File: config.mk
export PLATFORM = sky130hd
export DESIGN_NAME = bsdr_cfg
export DESIGN_NICKNAME = d
export VERILOG_FILES = /design/src/inc/bsdr_pkg.sv /design/src/core/bsdr_cfg.sv
export VERILOG_INCLUDE_DIRS = /design/src /design/src/inc
export SDC_FILE = /design/constraint.sdc
export NUM_CORES = 1
export LEC_CHECK = 0
export ABC_AREA = 1
export BUFFER_PORTS_ARGS = -buffer_cell sky130_fd_sc_hd__buf_2
export CAP_MARGIN = 0
export CORE_ASPECT_RATIO = 1.2
export CORE_UTILIZATION = 39
export DETAILED_ROUTE_END_ITERATION = 8
export GPL_ROUTABILITY_DRIVEN = 1
export HOLD_SLACK_MARGIN = 0.05
export MAX_ROUTING_LAYER = met4
export PLACE_DENSITY = 0.77
export SYNTH_ARGS = -nofsm -noshare
export SYNTH_HDL_FRONTEND = slang
export SYNTH_SLANG_ARGS = --single-unit
File: constraint.sdc
create_clock -name ref_clk_i -period 1.2 [get_ports ref_clk_i]
set_input_delay 0.06 -clock ref_clk_i [delete_from_list [all_inputs] [get_ports ref_clk_i]]
set_output_delay 0.06 -clock ref_clk_i [all_outputs]
set_load 0.1 [all_outputs]
File: src/inc/bsdr_map.svh
// register map, field positions, reset values and timing counts
`ifndef BSDR_MAP_SVH
`define BSDR_MAP_SVH

// register group base and boot/route register offset
`define BSDR_BASE           32'h4001_0000
`define BSDR_CFG_OFS        32'h0000_0000
`define BSDR_CFG_ADDR       (`BSDR_BASE + `BSDR_CFG_OFS)

// field positions inside the boot/route register
`define BSDR_BOOT_MODE_LSB  0
`define BSDR_BOOT_MODE_MSB  1
`define BSDR_CONV_SEL_BIT   8
`define BSDR_STX_SEL_BIT    9
`define BSDR_SRX_SEL_BIT    10
`define BSDR_TMB_SEL_BIT    11
`define BSDR_TMC_SEL_BIT    12
`define BSDR_HDRV_BIT       19

// writable bits and reset values
`define BSDR_CFG_WMASK      32'h0008_1f00
`define BSDR_CFG_RST        32'h0000_0000
`define BSDR_BOOT_RST       2'h0

// boot strap capture: edge number after reset release
`define BSDR_LATCH_EDGE     3'h4

// boot alias window and original memory bases
`define BSDR_ALIAS_MASK     32'hf800_0000
`define BSDR_ALIAS_BASE     32'h0000_0000
`define BSDR_FLASH_BASE     32'h0800_0000
`define BSDR_SYSMEM_BASE    32'h1fff_ec00

`endif

File: src/inc/bsdr_pkg.sv
// types shared by the boot select and dma route block
package bsdr_pkg;

   // boot source chosen from the two boot select bits
   typedef enum logic [1:0] {
      BSDR_SRC_FLASH,
      BSDR_SRC_SYSMEM,
      BSDR_SRC_SRAM
   } bsdr_boot_src_t;

   // number of dma request channels fed by the router
   typedef logic [4:0] bsdr_dma_vec_t;

endpackage

File: src/core/bsdr_cfg.sv
// boot select latch, boot alias and dma request routing register
//
// Operation
// - pin level captured on fourth rising clock edge after reset, then held.
// - pin low boots flash; 01 boots system memory; 11 boots sram.
// - boot field bit0 is latched pin, bit1 is inverted option bit.
// - chosen flash or system memory also answers at boot space from zero.
// - bit 19 enables pin high drive and bypasses its speed control.
// - bit 12 routes third timer requests to channel 0 or 1.
// - bit 11 routes second timer requests to channel 2 or 3.
// - bit 10 routes serial receive requests to channel 2 or 4.
// - bit 9 routes serial transmit requests to channel 1 or 3.
// - bit 8 routes converter requests to channel 0 or 1.
// - reset clears writable fields; boot bits follow pin and option.
// - register decoded at base 0x40010000, offset 0x00.
//
// Strobed register access was left to the implementer.
`timescale 1ns/1ps
`include "bsdr_map.svh"

module bsdr_cfg
(
   input  wire logic                    ref_clk_i,
   input  wire logic                    rst_b_i,
   input  wire logic [31:0]             reg_addr_i,
   input  wire logic [31:0]             reg_wdata_i,
   input  wire logic                    reg_wr_i,
   input  wire logic                    reg_rd_i,
   output logic      [31:0]             reg_rdata_o,
   input  wire logic                    boot_pin_primary_i,
   input  wire logic                    boot_option_inverted_i,
   output logic      [1:0]              boot_mode_o,
   output bsdr_pkg::bsdr_boot_src_t     boot_src_o,
   output logic                         boot_latched_o,
   input  wire logic [31:0]             cpu_addr_i,
   output logic      [31:0]             mem_addr_o,
   output logic                         pin_high_drive_enable_o,
   output logic                         pin_speed_bypass_o,
   input  wire logic                    timer_c_req_i,
   input  wire logic                    timer_b_req_i,
   input  wire logic                    serial_rx_req_i,
   input  wire logic                    serial_tx_req_i,
   input  wire logic                    converter_req_i,
   output bsdr_pkg::bsdr_dma_vec_t      dma_ch_req_o
);
   import bsdr_pkg::*;

   ////////////////////////////////////////////////////////////////////
   // state
   logic [31:0]     cfg_r;
   logic [31:0]     cfg_nxt;
   logic [2:0]      edge_cnt_r;
   logic            latched_r;
   logic [1:0]      boot_mode_r;
   bsdr_boot_src_t  boot_src_r;
   bsdr_boot_src_t  boot_src_nxt;
   logic [31:0]     rdata_r;
   logic [31:0]     mem_addr_r;
   bsdr_dma_vec_t   dma_r;

   ////////////////////////////////////////////////////////////////////
   // register decode
   wire        cfg_hit    = (reg_addr_i == `BSDR_CFG_ADDR);
   wire        cfg_wr     = reg_wr_i & cfg_hit;
   wire        cfg_rd     = reg_rd_i & cfg_hit;
   // only the writable fields take write data; boot bits are never written
   assign cfg_nxt = cfg_wr ? (reg_wdata_i & `BSDR_CFG_WMASK) : cfg_r;
   // reserved bits come out as zero, boot bits from the strap latch
   wire [31:0] cfg_view   = (cfg_r & `BSDR_CFG_WMASK) | {30'h0, boot_mode_r};
   // unmapped reads answer zero
   wire [31:0] rdata_nxt  = cfg_rd ? cfg_view : 32'h0;

   // writable fields, cleared by reset
   always_ff @(posedge ref_clk_i)
   begin
      if (!rst_b_i)
         cfg_r <= `BSDR_CFG_RST;
      else
         cfg_r <= cfg_nxt;
   end

   // read data valid only in the cycle after the read strobe
   always_ff @(posedge ref_clk_i)
   begin
      if (!rst_b_i)
         rdata_r <= 32'h0;
      else
         rdata_r <= rdata_nxt;
   end

   ////////////////////////////////////////////////////////////////////
   // boot strap capture
   // the pin is sampled late so that it settles after reset release
   wire        latch_now  = !latched_r && (edge_cnt_r == (`BSDR_LATCH_EDGE - 3'h1));
   wire [1:0]  boot_cap   = {~boot_option_inverted_i, boot_pin_primary_i};

   // count edges after release; reset itself takes only constants
   always_ff @(posedge ref_clk_i)
   begin
      if (!rst_b_i)
      begin
         edge_cnt_r  <= 3'h0;
         latched_r   <= 1'b0;
         boot_mode_r <= `BSDR_BOOT_RST;
      end
      else if (latch_now)
      begin
         latched_r   <= 1'b1;
         boot_mode_r <= boot_cap;
      end
      else if (!latched_r)
         edge_cnt_r  <= edge_cnt_r + 3'h1;
   end

   ////////////////////////////////////////////////////////////////////
   // boot source selection
   // pin low wins whatever the option bit says
   always_comb
   begin
      case (boot_mode_r)
         2'h1:    boot_src_nxt = BSDR_SRC_SYSMEM;
         2'h3:    boot_src_nxt = BSDR_SRC_SRAM;
         default: boot_src_nxt = BSDR_SRC_FLASH;
      endcase
   end

   always_ff @(posedge ref_clk_i)
   begin
      if (!rst_b_i)
         boot_src_r <= BSDR_SRC_FLASH;
      else
         boot_src_r <= boot_src_nxt;
   end

   ////////////////////////////////////////////////////////////////////
   // boot space alias
   // sram boot is left unaliased: software relocates its vector table
   wire        in_alias   = ((cpu_addr_i & `BSDR_ALIAS_MASK) == `BSDR_ALIAS_BASE);
   wire [31:0] flash_addr = `BSDR_FLASH_BASE + cpu_addr_i;
   wire [31:0] sys_addr   = `BSDR_SYSMEM_BASE + cpu_addr_i;
   wire [31:0] alias_addr =
      (boot_src_r == BSDR_SRC_FLASH)  ? flash_addr :
      (boot_src_r == BSDR_SRC_SYSMEM) ? sys_addr   : cpu_addr_i;
   wire [31:0] mem_nxt    = in_alias ? alias_addr : cpu_addr_i;

   // one cycle of latency keeps the output on a flop
   always_ff @(posedge ref_clk_i)
   begin
      if (!rst_b_i)
         mem_addr_r <= 32'h0;
      else
         mem_addr_r <= mem_nxt;
   end

   ////////////////////////////////////////////////////////////////////
   // dma request routing
   wire sel_tmc  = cfg_r[`BSDR_TMC_SEL_BIT];
   wire sel_tmb  = cfg_r[`BSDR_TMB_SEL_BIT];
   wire sel_srx  = cfg_r[`BSDR_SRX_SEL_BIT];
   wire sel_stx  = cfg_r[`BSDR_STX_SEL_BIT];
   wire sel_conv = cfg_r[`BSDR_CONV_SEL_BIT];

   // each source lands on its default or alternate channel
   wire [4:0] to_tmc  = sel_tmc  ? {3'h0, timer_c_req_i, 1'b0}
                                 : {4'h0, timer_c_req_i};
   wire [4:0] to_tmb  = sel_tmb  ? {1'b0, timer_b_req_i, 3'h0}
                                 : {2'h0, timer_b_req_i, 2'h0};
   wire [4:0] to_srx  = sel_srx  ? {serial_rx_req_i, 4'h0}
                                 : {2'h0, serial_rx_req_i, 2'h0};
   wire [4:0] to_stx  = sel_stx  ? {1'b0, serial_tx_req_i, 3'h0}
                                 : {3'h0, serial_tx_req_i, 1'b0};
   wire [4:0] to_conv = sel_conv ? {3'h0, converter_req_i, 1'b0}
                                 : {4'h0, converter_req_i};
   // shared channels simply merge; the dma side arbitrates by source
   wire [4:0] dma_nxt = to_tmc | to_tmb | to_srx | to_stx | to_conv;

   always_ff @(posedge ref_clk_i)
   begin
      if (!rst_b_i)
         dma_r <= 5'h0;
      else
         dma_r <= dma_nxt;
   end

   ////////////////////////////////////////////////////////////////////
   // outputs
   assign reg_rdata_o             = rdata_r;
   assign boot_mode_o             = boot_mode_r;
   assign boot_src_o              = boot_src_r;
   assign boot_latched_o          = latched_r;
   assign mem_addr_o              = mem_addr_r;
   assign pin_high_drive_enable_o = cfg_r[`BSDR_HDRV_BIT];
   assign pin_speed_bypass_o      = cfg_r[`BSDR_HDRV_BIT];
   assign dma_ch_req_o            = dma_r;
endmodule

==> impl_metrics.py, run 1 <==
metrics = {
    "die": {
        "io_pins": 183,
        "die_w_um": 80.6,
        "die-area_um2": 7760,
        "die_height_um": 96.3,
        "coreArea_um2": 7230,
        "row_count": 34,
        "start_util_pct": 40.0,
    },
    "sta": {
        "fin_skew_ns": 0.0114,
        "period_needed_ns": 1.26,
        "slew_violations": 0,
        "hold_viol": 0,
        "setup_tns_ns": -0.224,
        "clock.fmax_ghz": 0.796,
        "layout_setup_ws_ns": -0.0568,
        "rsz0062_at_grt": "yes",
        "setup_viol": 8,
        "period_share_pct": 105,
    },
    "cts": {
        "cts_tree": "done",
        "clkLatencyLatePin_ns": 0.34,
        "cts_max_level": 3,
        "cts.path.max_buffers": 2,
        "path_clk_slew_ns": 0.07,
        "cts_buffers": 9,
        "cts.sinks": 59,
        "clockRootBuffer": "clkbuf_8",
    },
    "route": {
        "routed_wl_um": 8420,
        "num_vias": 3287,
        "postRouteAntennaNets": 0,
        "drc_errors": 0,
        "vias_per_cell": 4.62,
        "drt-initial-drc-count": 137,
        "drtPass1Iterations": 5,
        "wire_per_inst_um": 11.8,
    },
    "synthesis": {
        "synth_cells": 416,
        "synth-edff-count": 0,
        "synth_compound_area_share_pct": 6.49,
        "ys_types": 29,
        "syn_area_per_cell_um2": 6.95,
        "synth_area_um2": 2890,
        "synth_mux_area_share_pct": 0,
        "synth_xor_area_share_pct": 1.52,
        "synthSimpleGateAreaFrac_pct": 33.5,
        "yosysWarnings": 0,
        "seq_area_frac_synth_pct": 40.9,
        "synth_top_family_by_area": "simple AND/OR/NAND/NOR gates",
        "synth_fa_ha_area_share_pct": 2.16,
        "synthArstFlopShare_pct": 0,
        "synth-seq-cells": 59,
        "synth_flop_cell": "dfxtp_1",
    },
    "grt": {
        "grt_max_degree": 17,
        "grt_pass1_wl_um": 12900,
        "track_usage_pct": 22.0,
        "overflow": 0,
        "grt_antenna_before_repair": 0,
        "grt_pass1_vias": 3104,
    },
    "placement": {
        "finalWeightedCongestion": 0.958,
        "hpwlAfterDp_um": 5570,
        "place_area_um2": 3740,
        "port_buffers": 132,
    },
    "layout": {
        "area.growth.synth_to_final_pct": 58.8,
        "final_cell_area_um2": 4590,
        "fill_cells": 590,
        "nets": 728,
        "drive_above_1_share_pct": 35.4,
        "postLayoutCoreUtil_pct": 63.5,
        "num_antenna_cells": 0,
    },
    "worst_setup_path": {
        "path_depth": 9,
        "startpoint_type": "register",
        "worstPathCellList": "inv_4, nand2_4, nor2_4, nand2_4, nor3_4, nand2_1, nand2_1, inv_1, nor2_1",
        "path_delay_family": "simple AND/OR/NAND/NOR gates",
        "cpPeakStageDelay_ns": 0.37,
        "ff2ff_setup_slack_ns": -0.06,
        "cpMaxStageDelayCell": "dfxtp_4",
        "reg2reg_depth": 9,
        "worst_ep_required_time_ns": 1.47,
        "worst_ep_arrival_time_ns": 1.53,
        "critPathCaptureType": "register",
        "critPathMaxFanout": 4,
        "critical_path_class": "reg2reg",
        "path_buf_inv": 2,
    },
    "status": {
        "status": "finished, violations left",
        "violations": "negative setup slack",
    },
    "power": {
        "power_density_nw_per_um2": 1370,
        "vdd_drop_max_v": 0.000975,
        "p_leak_nw": 2.32,
    },
    "job": {
        "drv_cap": 0,
    },
    "hold_path": {
        "whs_path_depth": 5,
        "hold_class": "in2reg",
    },
}
==> logic make-up (layout without fill, tap and decap cells) <==
family                   count (synthesis)  after routing
other                                    1             24
AND/OR/NAND/NOR                        219            219
buffers and inverters                   90            272
AO/OA/AOI/OAI                           37             37
XOR/XNOR                                 5              5
adder cells (fa/ha/maj)                  5              5
flip-flops                              59             59
==> final cells by class <==
class / instances / area, um^2 / share of cell area, %
flip-flops and latches: 59 / 1200 / 26.1
well taps: 90 / 113 / 2.45
clock inverters: 5 / 82.6 / 1.80
inverters: 58 / 225 / 4.91
multi-input cells: 290 / 1500 / 32.8
clock buffers: 11 / 163 / 3.54
repair buffers: 198 / 1310 / 28.4
==> power by group <==
part           total [mW]  internal, mW  switching (mW)
sequential           2.18          2.10          0.0774
clock                2.16          1.35           0.804
combinational        1.94         0.498            1.44
total                6.27          3.95            2.33
==> final timing paths <==
check,start,end
max,boot_src_o[1],mem_addr_o[25]
min,cpu_addr_i[25],mem_addr_o[25]
max reg2reg,boot_src_o[1],mem_addr_o[25]
min reg2reg,cfg_r[10],dma_ch_req_o[4]
==> stage by stage <==
stage          hold WS, ns  worst slack [ns]  power (mW)  instances
6_report            0.0844           -0.0568        6.27        711
3_3_place_gp         0.227           -0.0753        3.88        648
3_5_place_dp         0.231           -0.0763        3.90        648
5_1_grt             0.0873            -0.183        6.54        711
2_1_floorplan        0.142           -0.0927        3.58        439
4_1_cts             0.0529           -0.0481        6.16        706
==> placed cells by master, fill, tap and decap left out, types with 3 or more instances in the layout <==
cell type and count:
buf_4 27, buf_2 125, o21ai_0 8, clkinvlp_4 3, inv_2 4, nor2_1 83
conb_1 24, nor2_2 5, nand3_1 16, ha_1 3, nor2_4 10, a21oi_1 24
clkbuf_8 10, nand3b_1 11, nand4_1 4, xor2_1 4, nand2_1 74, nand3_2 5
dfxtp_2 8, dfxtp_1 49, dlygate4sd3_1 41, nor3_1 3, inv_1 52
==> registers in the layout, summed over array words and instances (netlist names) <==
register and cells:
dma_ch_req_o 5, edge_cnt_r 3, reg_rdata_o 8, cfg_r 6, boot_mode_o 2, boot_latched_o 1
boot_src_o 2, mem_addr_o 32
==> worst reg2reg max path, cell delays in order (launching register included) <==
cell,delay (ns)
dfxtp_4,0.37
inv_4,0.07
nand2_4,0.05
nor2_4,0.12
nand2_4,0.06
nor3_4,0.25
nand2_1,0.09
nand2_1,0.08
inv_1,0.04
nor2_1,0.07
==> metal layers <==
metal | vias to the layer above | GRT usage [%] | wire [um]
met1 | 1491 | 23.3 | 3300
met4 | 0 | 11.8 | 225
met2 | 139 | 37.9 | 4380
met5 | - | - | 0
li1 | 1637 | - | -
met3 | 20 | 4.83 | 513
==> what timing repair did <==
action,4_1_cts,5_1_grt
endpoints found under the hold margin,40,0
pin swaps,1,15
setup endpoints to repair,9,21
buffers inserted,0,6
hold buffers,42,0
gates resized for setup,6,34
==> synthesized netlist by cell type (4+ instances only) <==
library cell  count  area (um^2)
nor2_1           91          342
nand3b_1         11         82.6
nand3_1          21          105
nand4_1           4         25.0
nor3_1            4         20.0
o21ai_0           9         45.0
dfxtp_1          59         1180
ha_1              5         62.6
xor2_1            4         35.0
clkbuf_1          5         18.8
a21oi_1          25          125
nor2_2            6         37.5
inv_1            55          206
nand2_1          75          282
buf_4            26          195
Note: power is estimated with default switching activity, not from simulation.
==> run 2: changes to the inputs <==
- SETUP_SLACK_MARGIN: not set -> 0.2
==> impl_metrics.py, run 2 (synthesized netlist as in run 1, its figures left out) <==
metrics = {
    "status": {
        "status": "finished, violations left",
        "violations": "negative setup slack",
    },
    "grt": {
        "track_usage_pct": 23.4,
        "grt_max_degree": 38,
        "grt_pass1_wl_um": 13600,
        "grt_pass1_vias": 3168,
        "grt_antenna_before_repair": 0,
        "overflow": 0,
    },
    "worst_setup_path": {
        "regToRegStartpoint": "boot_src_o[0]",
        "worst_ep_required_time_ns": 1.43,
        "critical_path_class": "reg2reg",
        "startpoint_type": "register",
        "worstReg2RegEnd": "mem_addr_o[22]",
        "ff2ff_setup_slack_ns": -0.07,
        "worst_ep_arrival_time_ns": 1.50,
        "critPathMaxFanout": 4,
        "critPathCaptureType": "register",
        "reg2reg_depth": 6,
    },
    "route": {
        "routed_wl_um": 9270,
        "wire_per_inst_um": 13.2,
        "drc_errors": 0,
        "postRouteAntennaNets": 0,
        "drt-initial-drc-count": 216,
        "num_vias": 3320,
        "vias_per_cell": 4.71,
        "drtPass1Iterations": 4,
    },
    "sta": {
        "setup_tns_ns": -0.173,
        "fin_skew_ns": 0.00796,
        "hold_viol": 0,
        "period_share_pct": 106,
        "layout_setup_ws_ns": -0.0690,
        "rsz0062_at_grt": "yes",
        "setup_viol": 5,
        "period_needed_ns": 1.27,
        "slew_violations": 0,
        "clock.fmax_ghz": 0.788,
        "hold_ws_ns": 0.0613,
    },
    "layout": {
        "drive_above_1_share_pct": 35.3,
        "area.growth.synth_to_final_pct": 69.3,
        "layout_commonest_cell": "nor2_1",
        "largest_reg_flops": 32,
        "postLayoutCoreUtil_pct": 67.7,
        "most-common-layout-cells": "nor2_1 (86), buf_2 (80), nand2_1 (73)",
        "nets": 722,
        "num_antenna_cells": 0,
    },
    "power": {
        "finalPower_mw": 6.02,
        "power_density_nw_per_um2": 1230,
        "p_leak_nw": 2.36,
        "vdd_drop_max_v": 0.000802,
    },
    "cts": {
        "path_clk_slew_ns": 0.07,
        "clkLatencyLatePin_ns": 0.34,
        "cts_tree": "done",
        "cts_buffers": 9,
        "cts_max_level": 3,
        "clockRootBuffer": "clkbuf_8",
        "cts.sinks": 59,
        "cts.path.max_buffers": 2,
    },
    "die": {
        "start_util_pct": 40.0,
        "coreArea_um2": 7230,
        "die_height_um": 96.3,
        "die-area_um2": 7760,
        "die_w_um": 80.6,
        "io_pins": 183,
        "row_count": 34,
    },
    "job": {
        "drv_cap": 0,
    },
    "placement": {
        "finalWeightedCongestion": 0.972,
        "port_buffers": 132,
        "hpwlAfterDp_um": 5730,
    },
    "hold_path": {
        "hp-start": "reg_wdata_i[12]",
        "hold_class": "in2reg",
        "min_to": "cfg_r[12]",
        "whs_path_depth": 4,
    },
}
-- run 2: cell type report --
cell class | count | area, um^2
Sequential cell | 59 | 1210
Timing Repair Buffer | 192 | 1650
Multi-Input combinational cell | 290 | 1510
Tap cell | 90 | 113
Fill cell | 552 | 2340
Clock buffer | 12 | 166
Inverter | 58 | 225
Clock inverter | 4 | 22.5
-- run 2: critical path: stages, from the launching register on --
cell and delay (ns):
dfxtp_4 0.37, inv_2 0.05, nor2_4 0.14, nand3_2 0.12, nand3b_1 0.20, xor2_1 0.20, nor2_1 0.08
-- run 2: stage by stage --
| step | instances | worst slack [ns] | area [um^2] |
|---|---|---|---|
| after detailed placement | 647 | -0.104 | 3790 |
| after floorplan | 439 | -0.0903 | 3050 |
| after global placement | 647 | -0.0587 | 3790 |
| after CTS | 702 | 0.00506 | 4650 |
| after global routing | 705 | -0.164 | 4890 |
| final | 705 | -0.0690 | 4890 |
-- run 2: what timing repair did --
item                                   in CTS  in global routing
buffers inserted                            2                  3
endpoints found under the hold margin      37                  0
pin swaps                                   6                  7
hold buffers                               37                  0
resized for setup                          91                 56
setup endpoints to repair                  76                 62
-- run 2: how the worst max path moves through the flow --
| stage | from | endpoint | slack [ns] | depth (start not counted) |
|---|---|---|---|---|
| floorplan | boot_src_o[0] | mem_addr_o[18] | -0.09 | 5 |
| global placement | boot_src_o[0] | mem_addr_o[23] | -0.06 | 7 |
| detailed placement | cpu_addr_i[27] | mem_addr_o[25] | -0.10 | 11 |
| CTS | boot_src_o[1] | mem_addr_o[25] | 0.005 | 9 |
| global route | boot_src_o[0] | mem_addr_o[28] | -0.16 | 8 |
| finish | boot_src_o[0] | mem_addr_o[22] | -0.07 | 6 |
-- run 2: metal layers --
metal | wire length (um) | global-route usage, % | part of all wire, %
met5 | 0 | - | 0
met4 | 320 | 13.4 | 3.5
met3 | 668 | 5.21 | 7.2
met2 | 4900 | 40.2 | 53
met1 | 3380 | 24.6 | 37
-- run 2: power breakdown --
part	internal, mW	switching, mW	total (mW)
Combinational	0.650	1.47	2.11
Sequential	2.10	0.110	2.21
Clock	0.920	0.773	1.69
==> run 3: changes to the inputs <==
- CORE_MARGIN: not set -> 5
==> impl_metrics.py, run 3 (synthesized netlist as in run 1, its figures left out) <==
metrics = {
    "cts": {
        "cts_buffers": 9,
        "clkLatencyLatePin_ns": 0.34,
        "clockRootBuffer": "clkbuf_8",
        "cts.sinks": 59,
        "cts_tree": "done",
        "path_clk_slew_ns": 0.07,
        "cts.path.max_buffers": 2,
        "cts_max_level": 3,
    },
    "route": {
        "drt-initial-drc-count": 172,
        "wire_per_inst_um": 13.7,
        "postRouteAntennaNets": 0,
        "num_vias": 3275,
        "drc_errors": 0,
        "routed_wl_um": 9760,
        "drtPass1Iterations": 4,
        "vias_per_cell": 4.59,
    },
    "worst_setup_path": {
        "worst_ep_arrival_time_ns": 1.47,
        "critical_path_class": "reg2reg",
        "startpoint_type": "register",
        "worst_ep_required_time_ns": 1.40,
        "critPathMaxFanout": 3,
        "worstReg2RegEnd": "mem_addr_o[13]",
        "regToRegStartpoint": "boot_src_o[0]",
        "ff2ff_setup_slack_ns": -0.07,
        "reg2reg_depth": 8,
        "crit_start": "boot_src_o[0]",
        "critPathCaptureType": "register",
    },
    "die": {
        "coreArea_um2": 7230,
        "io_pins": 183,
        "die-area_um2": 9240,
        "start_util_pct": 40.0,
        "die_height_um": 104,
        "row_count": 34,
        "die_w_um": 88.6,
    },
    "power": {
        "swShare_pct": 38.3,
        "clock_power_share_pct": 28.8,
        "combinationalPowerShare_pct": 35.5,
        "p_switching_mw": 2.37,
        "p_leak_nw": 2.39,
        "finalPower_mw": 6.20,
        "p_seq_share_pct": 35.7,
        "p_int_mw": 3.83,
        "power_density_nw_per_um2": 1250,
        "vdd_drop_max_v": 0.000875,
    },
    "job": {
        "drv_cap": 0,
    },
    "sta": {
        "slew_violations": 0,
        "layout_setup_ws_ns": -0.0739,
        "hold_viol": 0,
        "clock.fmax_ghz": 0.785,
        "setup_viol": 3,
        "period_needed_ns": 1.27,
        "period_share_pct": 106,
        "setup_tns_ns": -0.0962,
        "max_slew_margin_pct": 54.3,
        "worst_slew_pin_slew_ns": 0.685,
        "rsz0062_at_grt": "yes",
        "fin_skew_ns": 0.00715,
    },
    "layout": {
        "final_cells": 714,
        "most-common-layout-cells": "nor2_1 (84), buf_2 (80), nand2_1 (72)",
        "area.growth.synth_to_final_pct": 71.6,
        "final_cell_area_um2": 4960,
        "largest_reg_flops": 32,
        "layout_commonest_cell": "nor2_1",
        "nets": 730,
        "drive_above_1_share_pct": 36.3,
    },
    "grt": {
        "track_usage_pct": 21.0,
        "grt_pass1_vias": 3398,
        "grt_pass1_wl_um": 15000,
        "overflow": 0,
        "grt_max_degree": 20,
        "grt_antenna_before_repair": 1,
    },
    "hold_path": {
        "min_to": "cfg_r[9]",
        "whs_path_depth": 4,
        "hold_class": "in2reg",
        "hp-start": "reg_wdata_i[9]",
    },
    "status": {
        "status": "finished, violations left",
        "violations": "negative setup slack",
    },
    "placement": {
        "port_buffers": 132,
        "hpwlAfterDp_um": 6410,
        "numPlacedInstances": 648,
        "finalWeightedCongestion": 0.855,
        "place_area_um2": 3800,
    },
}
[run 3: changes by cell type in the layout (fill, tap and decap cells not counted), sizes merged]
cell         change
diode            +1
bufinv           +1
dlygate4sd3      +2
clkinvlp         +1
buf              +6
clkinv           -2
[run 3: final cells by class]
| class | instances | area (um^2) |
|---|---|---|
| diodes | 1 | 2.50 |
| clock buffers | 12 | 145 |
| clock inverters | 4 | 50.0 |
| fillers | 563 | 2270 |
| inverters | 58 | 223 |
| multi-input cells | 290 | 1530 |
| flip-flops and latches | 59 | 1210 |
| well taps | 90 | 113 |
| repair buffers | 200 | 1690 |
[run 3: how the worst max path moves through the flow]
stage / end
floorplan: mem_addr_o[18]
global placement: mem_addr_o[15]
detailed placement: mem_addr_o[15]
CTS: mem_addr_o[25]
global route: mem_addr_o[13]
finish: mem_addr_o[13]
[run 3: power by group through the flow]
stage / sequential (mW) / combinational (mW) / clock [mW]
2_1_floorplan: 2.88 / 0.785 / 0
3_3_place_gp: 2.22 / 1.77 / 0
3_5_place_dp: 2.23 / 1.81 / 0
4_1_cts: 2.20 / 2.10 / 1.82
5_1_grt: 2.23 / 2.31 / 1.91
6_report: 2.21 / 2.20 / 1.79
[run 3: layer usage]
| metal | vias to the layer above | routed length, um | share of wire [%] | global-route usage (%) |
|---|---|---|---|---|
| met5 | - | 0 | 0 | - |
| met2 | 126 | 5350 | 55 | 38.3 |
| met4 | 0 | 262 | 2.7 | 7.34 |
| met1 | 1486 | 3590 | 37 | 21.9 |
| li1 | 1640 | - | - | - |
| met3 | 23 | 558 | 5.7 | 4.04 |
[run 3: repair_timing]
action	4_1_cts	5_1_grt
hold buffers	38	1
gates resized for setup	110	34
pin swaps	11	7
hold endpoints to repair	38	1
endpoints found under the setup margin	77	52
buffers inserted	6	4
[run 3: stage by stage]
| step | setup WS, ns | util, % | hold WS [ns] |
|---|---|---|---|
| floorplan | -0.0903 | - | 0.140 |
| global placement | -0.0642 | 52.5 | 0.226 |
| detailed placement | -0.121 | 52.5 | 0.231 |
| CTS | -0.00898 | 66.1 | 0.0190 |
| global route | -0.127 | 68.6 | 0.0689 |
| finish | -0.0739 | 68.6 | 0.0797 |
[run 3: critical path, stage by stage, from the launching register on]
cell and delay [ns]:
dfxtp_4 0.36, buf_6 0.10, nand2_4 0.05, nor2_4 0.10, nand2_4 0.08, buf_4 0.14
buf_6 0.11, xor2_2 0.13, nor2_1 0.06
